### config.mk
export PLATFORM = sky130hd
export DESIGN_NAME = csf_status_top
export DESIGN_NICKNAME = d
export VERILOG_FILES = /design/src/csf_flag_alu.v /design/src/csf_status_top.v
export VERILOG_INCLUDE_DIRS = /design/src
export SDC_FILE = /design/constraint.sdc
export NUM_CORES = 1
export LEC_CHECK = 0
export ABC_AREA = 1
export BUFFER_PORTS_ARGS = -buffer_cell sky130_fd_sc_hd__buf_2
export CORE_MARGIN = 1.5
export CORE_UTILIZATION = 40
export DETAILED_ROUTE_END_ITERATION = 7
export PLACE_DENSITY = 0.71
export SYNTH_ARGS = -nofsm -noshare
export SYNTH_HDL_FRONTEND = slang
export SYNTH_SLANG_ARGS = --single-unit
### constraint.sdc
create_clock -name pclk -period 1.5 [get_ports pclk]
set_input_delay 0.075 -clock pclk [delete_from_list [all_inputs] [get_ports pclk]]
set_output_delay 0.075 -clock pclk [all_outputs]
set_load 0.02 [all_outputs]
### src/csf_regs.vh
// Notes on behaviour
// - Status register is a legal instruction destination
// - Flag-updating ops override written arithmetic flags
// - Writes to expiry and sleep flags ignored
// - Clearing status gives 000u u1uu
// - Bit clear/set and move keep arithmetic flags
// - Bit 7 shows pin-change wake reset cause
// - Bit 5 selects program page 1 or 0
// - Expiry flag set by power-up, kick, sleep
// - Sleep flag set by power-up, kick; sleep clears
// - Z set when clear, add, subtract or logic result is zero
// - Add sets nibble flag on low-nibble carry
// - Subtract sets nibble flag when no borrow
// - C is carry, or inverted borrow after subtract
// - Rotates load C from LSb or MSb
`ifndef CSF_REGS_VH
`define CSF_REGS_VH

// Register indices; byte address is four times the index
`define CSF_IDX_STATUS 6'h03
`define CSF_IDX_IRQ_STAT 6'h04
`define CSF_IDX_IRQ_EN 6'h05
`define CSF_IDX_IRQ_CLR 6'h06

// Status field positions
`define CSF_B_WAKE 7
`define CSF_B_RSVD 6
`define CSF_B_PAGE 5
`define CSF_B_WDX 4
`define CSF_B_SLP 3
`define CSF_B_Z 2
`define CSF_B_NIB 1
`define CSF_B_C 0

// Status value after power-on (arithmetic flags unknown, taken as 0)
`define CSF_STATUS_RST 8'h18

// Instruction codes from the datapath
`define CSF_OP_NOP 4'h0
`define CSF_OP_MOVE 4'h1
`define CSF_OP_BCLR 4'h2
`define CSF_OP_BSET 4'h3
`define CSF_OP_CLR 4'h4
`define CSF_OP_ADD 4'h5
`define CSF_OP_SUB 4'h6
`define CSF_OP_ROR 4'h7
`define CSF_OP_ROL 4'h8
`define CSF_OP_LOGIC 4'h9
`define CSF_OP_KICK 4'ha
`define CSF_OP_SLEEP 4'hb

// Interrupt event bit positions
`define CSF_EV_TIMEOUT 0
`define CSF_EV_SLEEP 1
`define CSF_EV_KICK 2
`define CSF_EV_WAKE 3
`define CSF_EV_OVERRIDE 4
`define CSF_EV_W 5

`endif

### src/csf_flag_alu.v
`include "csf_regs.vh"

// Computes an instruction's result and its arithmetic flags
module csf_flag_alu (
    // Operation and operands
    input wire [3:0] op,
    input wire [7:0] f_val,
    input wire [7:0] w_val,
    input wire [2:0] bit_sel,
    input wire [7:0] logic_res,
    input wire c_in,
    // Result and flags
    output reg [7:0] res,
    output reg z_out,
    output reg dc_out,
    output reg c_out,
    output reg z_upd,
    output reg dcc_upd,
    output reg c_only_upd
);
    wire [8:0] add_sum; // Full add with carry out
    wire [4:0] add_nib; // Low nibble add
    wire [8:0] sub_sum; // f + ~w + 1, carry is inverted borrow
    wire [4:0] sub_nib; // Low nibble subtract
    wire [7:0] bit_mask; // One-hot bit select

    assign add_sum = {1'b0, f_val} + {1'b0, w_val};
    assign add_nib = {1'b0, f_val[3:0]} + {1'b0, w_val[3:0]};
    assign sub_sum = {1'b0, f_val} + {1'b0, ~w_val} + 9'h001;
    assign sub_nib = {1'b0, f_val[3:0]} + {1'b0, ~w_val[3:0]} + 5'h01;
    assign bit_mask = 8'h01 << bit_sel;

    // Result and flag selection per operation
    always @* begin
        res = f_val;
        z_out = 1'b0;
        dc_out = 1'b0;
        c_out = c_in;
        z_upd = 1'b0;
        dcc_upd = 1'b0;
        c_only_upd = 1'b0;
        case (op)
            `CSF_OP_MOVE: res = w_val;
            `CSF_OP_BCLR: res = f_val & ~bit_mask;
            `CSF_OP_BSET: res = f_val | bit_mask;
            `CSF_OP_CLR: begin
                res = 8'h00;
                z_out = 1'b1;
                z_upd = 1'b1;
            end
            `CSF_OP_ADD: begin
                res = add_sum[7:0];
                z_out = (add_sum[7:0] == 8'h00);
                dc_out = add_nib[4];
                c_out = add_sum[8];
                z_upd = 1'b1;
                dcc_upd = 1'b1;
            end
            `CSF_OP_SUB: begin
                res = sub_sum[7:0];
                z_out = (sub_sum[7:0] == 8'h00);
                dc_out = sub_nib[4];
                c_out = sub_sum[8];
                z_upd = 1'b1;
                dcc_upd = 1'b1;
            end
            `CSF_OP_ROR: begin
                res = {c_in, f_val[7:1]};
                c_out = f_val[0];
                c_only_upd = 1'b1;
            end
            `CSF_OP_ROL: begin
                res = {f_val[6:0], c_in};
                c_out = f_val[7];
                c_only_upd = 1'b1;
            end
            `CSF_OP_LOGIC: begin
                res = logic_res;
                z_out = (logic_res == 8'h00);
                z_upd = 1'b1;
            end
            default: res = f_val;
        endcase
    end
endmodule

### src/csf_status_top.v
`include "csf_regs.vh"

// Core status flags register with APB access and event interrupts
module csf_status_top (
    // Clock and reset
    input wire pclk,
    input wire presetn,
    // APB slave
    input wire psel,
    input wire penable,
    input wire pwrite,
    input wire [7:0] paddr,
    input wire [31:0] pwdata,
    output reg [31:0] prdata,
    output reg pready,
    output reg pslverr,
    // Instruction datapath
    input wire dp_valid,
    input wire [3:0] dp_op,
    input wire dp_dest_status,
    input wire [7:0] dp_f,
    input wire [7:0] dp_w,
    input wire [2:0] dp_bit,
    input wire [7:0] dp_logic_res,
    // Reset and power control events
    input wire wdt_timeout,
    input wire rst_cause_valid,
    input wire rst_cause_pin_wake,
    // Status outputs
    output reg [7:0] status_out,
    output reg page_preselect,
    output reg irq
);
    reg [7:0] status_q; // Status register
    reg [7:0] status_d; // Next status value
    reg [`CSF_EV_W-1:0] irq_stat_q; // Sticky event bits
    reg [`CSF_EV_W-1:0] irq_stat_d; // Next event bits
    reg [`CSF_EV_W-1:0] irq_en_q; // Event enables
    reg ready_q; // Wait state done
    reg [31:0] rdata_d; // Read mux
    reg addr_ok; // Address decodes to a register

    wire [7:0] alu_res; // Instruction result
    wire alu_z; // Zero flag value
    wire alu_dc; // Digit carry value
    wire alu_c; // Carry value
    wire upd_z; // Op affects Z
    wire upd_dcc; // Op affects Z, DC and C
    wire upd_c; // Op affects C alone

    wire [5:0] reg_idx; // Word index of the access
    wire acc_done; // Access phase completes now
    wire wr_done; // Write takes effect now
    wire dp_go; // Datapath instruction this cycle
    wire dp_arith; // Instruction touches any arithmetic flag
    wire op_kick; // Watchdog kick instruction
    wire op_sleep; // Sleep instruction
    wire sw_wr_status; // APB write to status
    wire [`CSF_EV_W-1:0] ev_vec; // Events this cycle
    wire [`CSF_EV_W-1:0] clr_vec; // Bits cleared by software

    // Flag arithmetic
    csf_flag_alu u_alu (
        .op(dp_op),
        .f_val(dp_f),
        .w_val(dp_w),
        .bit_sel(dp_bit),
        .logic_res(dp_logic_res),
        .c_in(status_q[`CSF_B_C]),
        .res(alu_res),
        .z_out(alu_z),
        .dc_out(alu_dc),
        .c_out(alu_c),
        .z_upd(upd_z),
        .dcc_upd(upd_dcc),
        .c_only_upd(upd_c)
    );

    // Bus decode; one wait state on every access
    assign reg_idx = paddr[7:2];
    assign acc_done = psel & penable & ready_q;
    assign wr_done = acc_done & pwrite & addr_ok;
    assign sw_wr_status = wr_done & (reg_idx == `CSF_IDX_STATUS);

    // Datapath decode
    assign dp_go = dp_valid;
    assign dp_arith = upd_z | upd_dcc | upd_c;
    assign op_kick = dp_go & (dp_op == `CSF_OP_KICK);
    assign op_sleep = dp_go & (dp_op == `CSF_OP_SLEEP);

    // Address decode for mapped words
    always @* begin
        case (reg_idx)
            `CSF_IDX_STATUS: addr_ok = 1'b1;
            `CSF_IDX_IRQ_STAT: addr_ok = 1'b1;
            `CSF_IDX_IRQ_EN: addr_ok = 1'b1;
            `CSF_IDX_IRQ_CLR: addr_ok = 1'b1;
            default: addr_ok = 1'b0;
        endcase
    end

    // Read data; clear register reads as zero
    always @* begin
        case (reg_idx)
            `CSF_IDX_STATUS: rdata_d = {24'h000000, status_q};
            `CSF_IDX_IRQ_STAT: rdata_d = {27'h0000000, irq_stat_q};
            `CSF_IDX_IRQ_EN: rdata_d = {27'h0000000, irq_en_q};
            default: rdata_d = 32'h00000000;
        endcase
    end

    // Next status value
    always @* begin
        status_d = status_q;
        // Software write acts like moving a value into the file
        if (sw_wr_status) begin
            status_d[`CSF_B_WAKE] = pwdata[`CSF_B_WAKE];
            status_d[`CSF_B_PAGE] = pwdata[`CSF_B_PAGE];
            status_d[`CSF_B_Z] = pwdata[`CSF_B_Z];
            status_d[`CSF_B_NIB] = pwdata[`CSF_B_NIB];
            status_d[`CSF_B_C] = pwdata[`CSF_B_C];
        end
        // Datapath instruction wins over a software write
        if (dp_go) begin
            if (dp_dest_status && (dp_op != `CSF_OP_KICK)
                && (dp_op != `CSF_OP_SLEEP) && (dp_op != `CSF_OP_NOP)) begin
                // Result written into status like any file
                status_d[`CSF_B_WAKE] = alu_res[`CSF_B_WAKE];
                status_d[`CSF_B_PAGE] = alu_res[`CSF_B_PAGE];
                if (!dp_arith) begin
                    // Plain moves reach the flag bits too
                    status_d[`CSF_B_Z] = alu_res[`CSF_B_Z];
                    status_d[`CSF_B_NIB] = alu_res[`CSF_B_NIB];
                    status_d[`CSF_B_C] = alu_res[`CSF_B_C];
                end
                // Flag-affecting ops write none of the three flag bits
            end
            // Flags from the instruction replace written values
            if (upd_z || upd_dcc)
                status_d[`CSF_B_Z] = alu_z;
            if (upd_dcc)
                status_d[`CSF_B_NIB] = alu_dc;
            if (upd_dcc || upd_c)
                status_d[`CSF_B_C] = alu_c;
        end
        // Watchdog kick sets both reset-cause flags
        if (op_kick) begin
            status_d[`CSF_B_WDX] = 1'b1;
            status_d[`CSF_B_SLP] = 1'b1;
        end
        // Sleep sets the expiry flag and clears the sleep flag
        if (op_sleep) begin
            status_d[`CSF_B_WDX] = 1'b1;
            status_d[`CSF_B_SLP] = 1'b0;
        end
        // Watchdog time-out clears the expiry flag, last so it wins
        if (wdt_timeout)
            status_d[`CSF_B_WDX] = 1'b0;
        // Reset cause latched by power control
        if (rst_cause_valid)
            status_d[`CSF_B_WAKE] = rst_cause_pin_wake;
        // Reserved bit never stores anything
        status_d[`CSF_B_RSVD] = 1'b0;
    end

    // Events that set sticky interrupt bits
    assign ev_vec[`CSF_EV_TIMEOUT] = wdt_timeout;
    assign ev_vec[`CSF_EV_SLEEP] = op_sleep;
    assign ev_vec[`CSF_EV_KICK] = op_kick;
    assign ev_vec[`CSF_EV_WAKE] = rst_cause_valid & rst_cause_pin_wake;
    assign ev_vec[`CSF_EV_OVERRIDE] = dp_go & dp_dest_status & dp_arith;

    // Software clear mask, only on a completed write to the clear word
    assign clr_vec = (wr_done && (reg_idx == `CSF_IDX_IRQ_CLR))
        ? pwdata[`CSF_EV_W-1:0] : {`CSF_EV_W{1'b0}};

    // Set wins over a clear in the same cycle
    always @* begin
        irq_stat_d = (irq_stat_q & ~clr_vec) | ev_vec;
    end

    // Status register; expiry and sleep flags are never written by software
    always @(posedge pclk or negedge presetn) begin
        if (!presetn) begin
            status_q <= `CSF_STATUS_RST;
        end else begin
            status_q <= status_d;
        end
    end

    // Interrupt status and enable
    always @(posedge pclk or negedge presetn) begin
        if (!presetn) begin
            irq_stat_q <= {`CSF_EV_W{1'b0}};
            irq_en_q <= {`CSF_EV_W{1'b0}};
        end else begin
            irq_stat_q <= irq_stat_d;
            // Enable word written in full
            if (wr_done && (reg_idx == `CSF_IDX_IRQ_EN))
                irq_en_q <= pwdata[`CSF_EV_W-1:0];
        end
    end

    // APB wait state and answer
    always @(posedge pclk or negedge presetn) begin
        if (!presetn) begin
            ready_q <= 1'b0;
            pready <= 1'b0;
            pslverr <= 1'b0;
            prdata <= 32'h00000000;
        end else begin
            // Raise ready one cycle into the access phase
            if (psel && penable && !ready_q) begin
                ready_q <= 1'b1;
                pready <= 1'b1;
                pslverr <= ~addr_ok;
                prdata <= (pwrite || !addr_ok) ? 32'h00000000 : rdata_d;
            end else begin
                // Drop after the completing edge
                ready_q <= 1'b0;
                pready <= 1'b0;
                pslverr <= 1'b0;
                prdata <= 32'h00000000;
            end
        end
    end

    // Registered outputs
    always @(posedge pclk or negedge presetn) begin
        if (!presetn) begin
            status_out <= `CSF_STATUS_RST;
            page_preselect <= 1'b0;
            irq <= 1'b0;
        end else begin
            status_out <= status_d;
            page_preselect <= status_d[`CSF_B_PAGE];
            irq <= |(irq_stat_d & irq_en_q);
        end
    end
endmodule

==> metrics.md <==
| Metric | Value |
|---|---|
| I/O pins | 125 |
| Fill count | 763 |
| RSZ-0062 raised after global routing | yes |
| Hold_ws | 0.0464 ns |
| CTS tree | yes |
| Place WS | -0.241 ns |
| Pin count of the biggest net entering global routing | 28 |
| Syn Area/Cell | 6.19 sq um |
| Remaining global-route overflow | 0 |
| Initial DRC count | 275 |
| Antenna Nets Post-Route | 0 |
| Clk_lat worst skew | 0.27 ns |
| CTS Sinks | 27 |
| Fin cells | 700 |
| Startpoint Class | input pin |
| Top FF cell, synth | dfrtp_1 |
| Final net count | 702 |
| Die height | 89.9 microns |
| Synth area leaders | dfrtp_1 (21%), nand2_1 (17%), inv_1 (10%), ha_1 (7.0%), buf_4 (7.0%) |
| Clk_skew | 0.00408 ns |
| Worst slew margin | 58.9% |
| Synthesis-stage register bit count | 27 |
| Final setup viols | 0 |
| Antenna violations before repair | 0 |
| Top post-synthesis cells by count | nand2_1 (136), inv_1 (81), nor2_1 (43) |
| Most numerous cell in the Yosys netlist | nand2_1 |
| Dpl hpwl | 7.04 mm |
| Port buffer count | 71 |
| Max VDD drop | 0.313 mV |
| Post-synth EDFFs | 0 |
| Worst EP required | 1.71 ns |
| Netlist cell types | 39 |
| P&R area growth vs syn | 27.2% |
| Crit Path Category | in2reg |
| Initial Util | 41.4% |
| Row count | 31 |
| DRC violations left | 2 |
| Achievable frequency | 693 MHz |
| Final WS setup | 0.0560 ns |
| Reg-to-reg endpoint | irq |
| Detailed-route wire length | 8.68 mm |
| Count of pins over their slew limit | 0 |
| Tmin final | 1.44 ns |
| Status | finished, violations left |
| Final worst-path cycle share | 96.3% |
| Placed cells | 689 |
| R2R depth | 8 |
| Cells on Worst Hold Path | 3 |
| Syn. warnings | 0 |
| Final Hold Vio Count | 0 |
| Gr usage total | 20.7% |
| Via/cell ratio | 4.89 |
| Failing checks | design-rule violations |
| First-pass GRT wire length | 14.1 mm |
| Placer's final routability congestion estimate | 0.946 |
| Die area | 8080 sq um |
| Htree depth | 1 |
| P per Cell Area | 589 nW/um^2 |
| Share of layout cells above drive strength 1 | 27.0% |
| Vias in the first global route | 3,098 |
| Ys async rst share | 100% |
| CP max FO | 3 |
| Pleak | 0.00222 uW |
| Dpl cell area | 3650 sq um |
| Actual slew at the worst max-slew pin | 0.617 ns |
| Layout Utilization | 52.7% |
| Min-Delay Path Class | in2reg |
| CTS root buf | clkbuf_8 |
| R2R Setup Slk | 0.07 ns |
| WP data arrival | 1.66 ns |
| Reg2reg start | ready_q |
| Crit. Startpoint | dp_f[0] |
| Routed vias | 3,426 |
| Horiz. Die Dim | 89.9 microns |
| Drt pass-1 iters | 8 |
| CP endpoint kind | flip-flop |
| Mapped Area | 3020 sq um |
| Clk slew on worst S/H paths | 0.10 ns |
| Num CTS Buffers | 3 |
| WL/cell | 12.4 microns |
| Core area | 7290 sq um |
| Synth top area share | 20.7% |
| Syn Inst Count | 488 |
| CP endpoint | status_out[2] |
| Sequential cell area fraction in the yosys report | 22.4% |
| Max-Cap Viols | 0 |
| Max Root-Sink Buffers | 2 |
| Design Area, Final | 3840 sq um |
| Diode count | 0 |
| Yosys top cell by area | dfrtp_1 |
final cells by class:
| type | instances | area (sq um) | area share [%] |
|---|---|---|---|
| clock buffer | 3 | 41.3 | 1.07 |
| clock inverter | 1 | 7.51 | 0.195 |
| inverter | 88 | 333 | 8.66 |
| multi-input combinational | 366 | 1950 | 50.6 |
| sequential | 27 | 678 | 17.6 |
| tap | 99 | 124 | 3.22 |
| timing repair buffer | 116 | 714 | 18.6 |
critical path, cell delays in order:
cell and delay [ns]:
buf_8 0.10, inv_4 0.05, ha_4 0.12, inv_2 0.03, fa_2 0.44, nor2_1 0.11, nand3_1 0.08, nor2_1 0.12
nand3_1 0.09, nor2_1 0.12, nand4_1 0.10, nand3_1 0.08, nor2_1 0.05, nor2_1 0.09
placed cells by master (no fill, tap or decap), drive strengths merged, types with 9 or more instances in the layout:
| cell | instances |
|---|---|
| nor2 | 48 |
| nand2 | 143 |
| ha | 17 |
| dfrtp | 25 |
| inv | 88 |
| nand4 | 14 |
| buf | 114 |
| nand3 | 35 |
| nor3 | 9 |
| o21ai | 28 |
| conb | 26 |
| a21oi | 15 |
sequential cells by signal (all words and copies together) (netlist names):
register	cells
irq	1
irq_en_q	5
irq_stat_q	5
prdata	7
pslverr	1
ready_q	1
status_out	7
how the worst min path moves through the flow:
stage	endpoint	slack [ns]	from
5_1_grt	ready_q	0.06	penable
3_3_place_gp	prdata[4]	0.11	presetn
3_5_place_dp	prdata[4]	0.13	presetn
4_1_cts	ready_q	0.03	penable
2_1_floorplan	irq	-0.22	presetn
6_report	ready_q	0.05	penable
power breakdown:
part	total, uW	leakage (uW)	switching (uW)	internal [uW]
Sequential	818	0.000335	37.5	781
Combinational	1020	0.00186	623	393
Clock	430	0.0000217	242	189
timing repair:
| action | 4_1_cts | 5_1_grt |
|---|---|---|
| endpoints found under the setup margin | 1 | 6 |
| resized for setup | 1 | 23 |
| hold buffers | 2 | 0 |
| setup buffers | 0 | 5 |
| endpoints found under the hold margin | 26 | 0 |
| cloned | 0 | 0 |
| pin swaps | 0 | 17 |
cells by family (layout without fill, tap and decap cells):
kind of cell	count (synthesis)	after routing	share of synthesized area (%)
buffers and inverters	120	208	18.6
other	1	26	0.124
adder cells (fa/ha/maj)	19	19	8.36
XOR/XNOR	3	3	0.870
AND/OR/NAND/NOR	260	260	38.8
flip-flops	27	27	22.4
AO/OA/AOI/OAI	58	58	10.8
layer usage:
metal | up-vias | share of wire, % | GRT usage, %
met5 | - | 0 | 0
met4 | 0 | 1.5 | 4.23
met3 | 14 | 7.7 | 2.62
met2 | 153 | 45 | 34.2
met1 | 1541 | 45 | 29.0
li1 | 1718 | - | -
per-stage QoR:
stage	total power, uW	TNS (ns)
6_report	2260	0
5_1_grt	2420	-0.127
3_5_place_dp	1790	-0.812
2_1_floorplan	1470	0
4_1_cts	2220	0
3_3_place_gp	1770	-0.674
No activity file was read; power rests on OpenSTA's default activity.
